<file path="config.mk">
export PLATFORM = sky130hd
export DESIGN_NAME = rx_skid_buffer
export DESIGN_NICKNAME = d
export VERILOG_FILES = /design/src/rx_mon_pkg.sv /design/src/rx_skid_buffer.sv
export SDC_FILE = /design/constraint.sdc
export NUM_CORES = 1
export LEC_CHECK = 0
export BUFFER_PORTS_ARGS = -buffer_cell sky130_fd_sc_hd__buf_2
export CAP_MARGIN = 20
export CORE_UTILIZATION = 40
export CTS_CLUSTER_DIAMETER = 120
export CTS_CLUSTER_SIZE = 28
export DETAILED_ROUTE_END_ITERATION = 8
export PLACE_DENSITY_LB_ADDON = 0.15
export SLEW_MARGIN = 20
export SYNTH_ARGS = -nofsm -noshare
export SYNTH_HDL_FRONTEND = slang
export SYNTH_SLANG_ARGS = --single-unit
</file>
<file path="constraint.sdc">
create_clock -name i_core_clk -period 3.74 [get_ports i_core_clk]
set_input_delay 0.561 -clock i_core_clk [delete_from_list [all_inputs] [get_ports i_core_clk]]
set_output_delay 0.561 -clock i_core_clk [all_outputs]
set_load 0.05 [all_outputs]
</file>
<file path="src/rx_mon_pkg.sv">
// Types of the receive range monitor, link fault and self-test checker.
package rx_mon_pkg;
  typedef enum logic [1:0] {
    BIST_OFF   = 2'b00,
    BIST_START = 2'b01,
    BIST_WAIT  = 2'b10,
    BIST_CMP   = 2'b11
  } bist_state_e;

  typedef struct packed {
    logic [11:0] rc_cnt;
    logic [12:0] tick_cnt;
    logic        force_trn;
    logic        en;
    logic [2:0]  run_cnt;
    logic        last_bit;
    logic [1:0]  bist_sel;
    bist_state_e bist_st;
    logic [4:0]  diff;
    logic        loop_err;
    logic        loop_hit;
    logic        link_ok;
    logic        pll_en;
    logic        drv1;
    logic        drv2;
    logic        reclk_en;
  } mon_s;

  typedef struct packed {
    logic [1:0]       cnt;
    logic [1:0][10:0] slot;
    logic             out_valid;
    logic             in_ready;
  } buf_s;
endpackage

</file>
<file path="src/rx_skid_buffer.sv">
// Two-entry buffer between the checker and the parallel output port.
`timescale 1ns/1ps
`default_nettype none
module rx_skid_buffer (
  input  wire logic        i_core_clk,
  input  wire logic        i_rst_b,
  input  wire logic        i_valid,
  input  wire logic [10:0] i_data,
  output logic             o_ready,
  output logic             o_valid,
  output logic [10:0]      o_data,
  input  wire logic        i_ready
);
  rx_mon_pkg::buf_s s_q;
  rx_mon_pkg::buf_s s_d;

  always_comb begin
    s_d = s_q;
    if (s_q.out_valid && i_ready) begin
      s_d.slot[0] = s_q.slot[1];
      s_d.cnt     = s_q.cnt - 2'h1;
    end
    if (i_valid && s_q.in_ready) begin
      s_d.slot[s_d.cnt[0]] = i_data;
      s_d.cnt              = s_d.cnt + 2'h1;
    end
    s_d.out_valid = (s_d.cnt != 2'h0);
    s_d.in_ready  = (s_d.cnt != 2'h2);
  end

  always_ff @(posedge i_core_clk or negedge i_rst_b) begin
    if (!i_rst_b) begin
      s_q <= '0;
      s_q.in_ready <= 1'b1;
    end else begin
      s_q <= s_d;
    end
  end

  assign o_ready = s_q.in_ready;
  assign o_valid = s_q.out_valid;
  assign o_data  = s_q.slot[0];
endmodule // rx_skid_buffer
`default_nettype wire

</file>
==> results.sh <==
export IMPL_cts_num_sinks=26
export IMPL_r2r_end="o_data[9]"
export IMPL_mostFrequentLayoutCells="buf_2, dfrtp_1, mux2_2"
export IMPL_grt_pass1_wl_um=3440
export IMPL_syn2layout_area_growth_pct=9.09
export IMPL_path_clk_slew_ns=0.14
export IMPL_hold_viol=0
export IMPL_cap_violations=0
export IMPL_die_area_um2=3430
export IMPL_tightest_slew_ns=0.799
export IMPL_slowest_stage="nor2_2"
export IMPL_final_common_cell="buf_2"
export IMPL_post_route_drc_count=0
export IMPL_die_w_um=58.6
export IMPL_hold_buffers=0
export IMPL_h_tree_depth=1
export IMPL_grt_pass1_vias=743
export IMPL_viasPerCell=4.60
export IMPL_drv_slew=0
export IMPL_root_buffer="clkbuf_4"
export IMPL_fin_setup_tns_ns=0
export IMPL_max_freq_ghz=0.504
export IMPL_detail_route_wl_per_cell_um=12.8
export IMPL_worstSetupPathType="flop to flop"
export IMPL_drt_iter0_markers=14
export IMPL_synth_cell_types=20
export IMPL_crit_path_start_kind="flop"
export IMPL_finalClockSkew_ns=0.00181
export IMPL_max_stage_delay_ns=0.63
export IMPL_routed_top_layer="met4"
export IMPL_fillers=299
export IMPL_critPathMaxFanout=13
export IMPL_ff2ff_setup_slack_ns=1.75
export IMPL_diodes=0
export IMPL_critPathCaptureType="flop"
export IMPL_ff2ff_path_depth=4
export IMPL_rsz0062_at_grt="false"
export IMPL_drt_met1_wl_um=911
export IMPL_coreArea_um2=3050
export IMPL_cts_buffers_inserted=3
export IMPL_port_buffers=27
export IMPL_synth_nets=104
export IMPL_tritoncts="built"
export IMPL_status="finished clean"
export IMPL_ios=28
export IMPL_yosys_top_cells_area="dfrtp_1, mux2_2, mux2_4, buf_4, dfstp_2"
export IMPL_grt_overflow=0
export IMPL_grt_max_degree=27
export IMPL_rr_startpoint="o_valid"
export IMPL_post_cts_buffers=0
export IMPL_crit_end="o_data[9]"
export IMPL_critPathRequiredTime_ns=3.96
export IMPL_start_util_pct=41.9
export IMPL_routed_wl_um=1910
export IMPL_final_core_util_pct=45.7
export IMPL_clk_path_buf_depth=2
export IMPL_num_vias=686
export IMPL_slew_limit_headroom_pct=46.7
export IMPL_final_nets=122
export IMPL_drive_gt1_share_pct=63.8
export IMPL_synth_seq_area_share_pct=50.9
export IMPL_die_y_um=58.6
export IMPL_netlist_area_leader_share_pct=48.9
export IMPL_syn_area_per_cell_um2=14.5
export IMPL_final_cell_area_um2=1400
export IMPL_dp_hpwl_um=1380
export IMPL_syn_inst=88
export IMPL_place_area_um2=1360
export IMPL_row_count=20
export IMPL_fin_crit_ns=1.99
export IMPL_drtPass1Iterations=4
export IMPL_synth_top_area_cell="dfrtp_1"
export IMPL_worstPathCellList="nand2_2 -> xnor2_2 -> nor2_2 -> mux2_2"
export IMPL_fin_crit_sh_pct=53.1
export IMPL_routed_wl_met2_um=917
export IMPL_hold_path_class="primary input to async pin"
export IMPL_ys_warn_count=0
export IMPL_cts_resized=0
export IMPL_clk_latency_ns=0.31
export IMPL_met3_length_um=68
export IMPL_grt_usage_pct=13.5
export IMPL_place_congestion=0.648
export IMPL_critPathLaunch="o_valid"
export IMPL_ys_ff_latch=26
export IMPL_worstPathArrival_ns=2.20
export IMPL_final_antenna_net_count=0
export IMPL_antenna_found_initial=0
export IMPL_final_setup_viol_count=0
export IMPL_syn_area_um2=1280
metal layers:
layer  up-vias  global-route usage [%]
met5         -                       0
met4         0                    6.12
met3         2                    2.20
met2        16                    20.7
met1       338                    18.8
li1        330                       -
cells by family after synthesis:
| family | after synthesis | synth area share (%) |
|---|---|---|
| multiplexers | 35 | 33.5 |
| buffers and inverters | 15 | 8.89 |
| AO/OA/AOI/OAI | 2 | 0.782 |
| adder cells (fa/ha/maj) | 1 | 0.977 |
| AND/OR/NAND/NOR | 7 | 2.93 |
| flip-flops | 26 | 50.9 |
| XOR/XNOR | 2 | 1.96 |
per-stage QoR:
| step | cells | hold slack [ns] | setup slack, ns |
|---|---|---|---|
| 2_1_floorplan | 88 | 0.265 | 1.90 |
| 3_3_place_gp | 145 | 0.485 | 1.49 |
| 3_5_place_dp | 145 | 0.493 | 1.47 |
| 6_report | 149 | 0.219 | 1.75 |
| 5_1_grt | 149 | 0.246 | 1.62 |
| 4_1_cts | 149 | 0.229 | 1.72 |
how the worst min path moves through the flow:
stage / to / slack, ns / depth (start not counted)
global route: o_data[4] / 0.25 / 1
global placement: flop / 0.48 / 1
CTS: o_data[4] / 0.23 / 1
floorplan: async pin / 0.27 / 0
detailed placement: s_q[25] / 0.49 / 1
finish: o_data[1] / 0.22 / 1
synthesized netlist by cell type:
library cell,number
nor2b_1,1
xnor2_2,1
dfstp_2,1
mux2i_1,2
inv_1,1
a21oi_1,2
mux2_1,1
nor2_1,1
dfrtp_1,25
nand2_1,2
buf_2,1
mux2_2,22
mux2_4,10
buf_6,2
nor2_2,1
xnor2_1,1
nor3b_1,1
ha_1,1
nand2_2,1
buf_4,11
worst max-delay path: cells and delay by family, from the launching register on:
family           cells  cell delay [ns]
flip-flops           1             0.40
multiplexers         1             0.41
AND/OR/NAND/NOR      2             0.86
XOR/XNOR             1             0.23
area by class of cell:
cell class	instances	area, µm²	share of cell area, %
clock buffer	4	36.3	2.60
inverter	1	3.75	0.269
multi-input combinational	47	514	36.8
sequential	26	652	46.7
tap	44	55.1	3.94
timing repair buffer	27	135	9.68
Power is left out: the tool's default activity adds up to more than one toggle a clock period on the data nets, which glitch-free logic cannot reach.
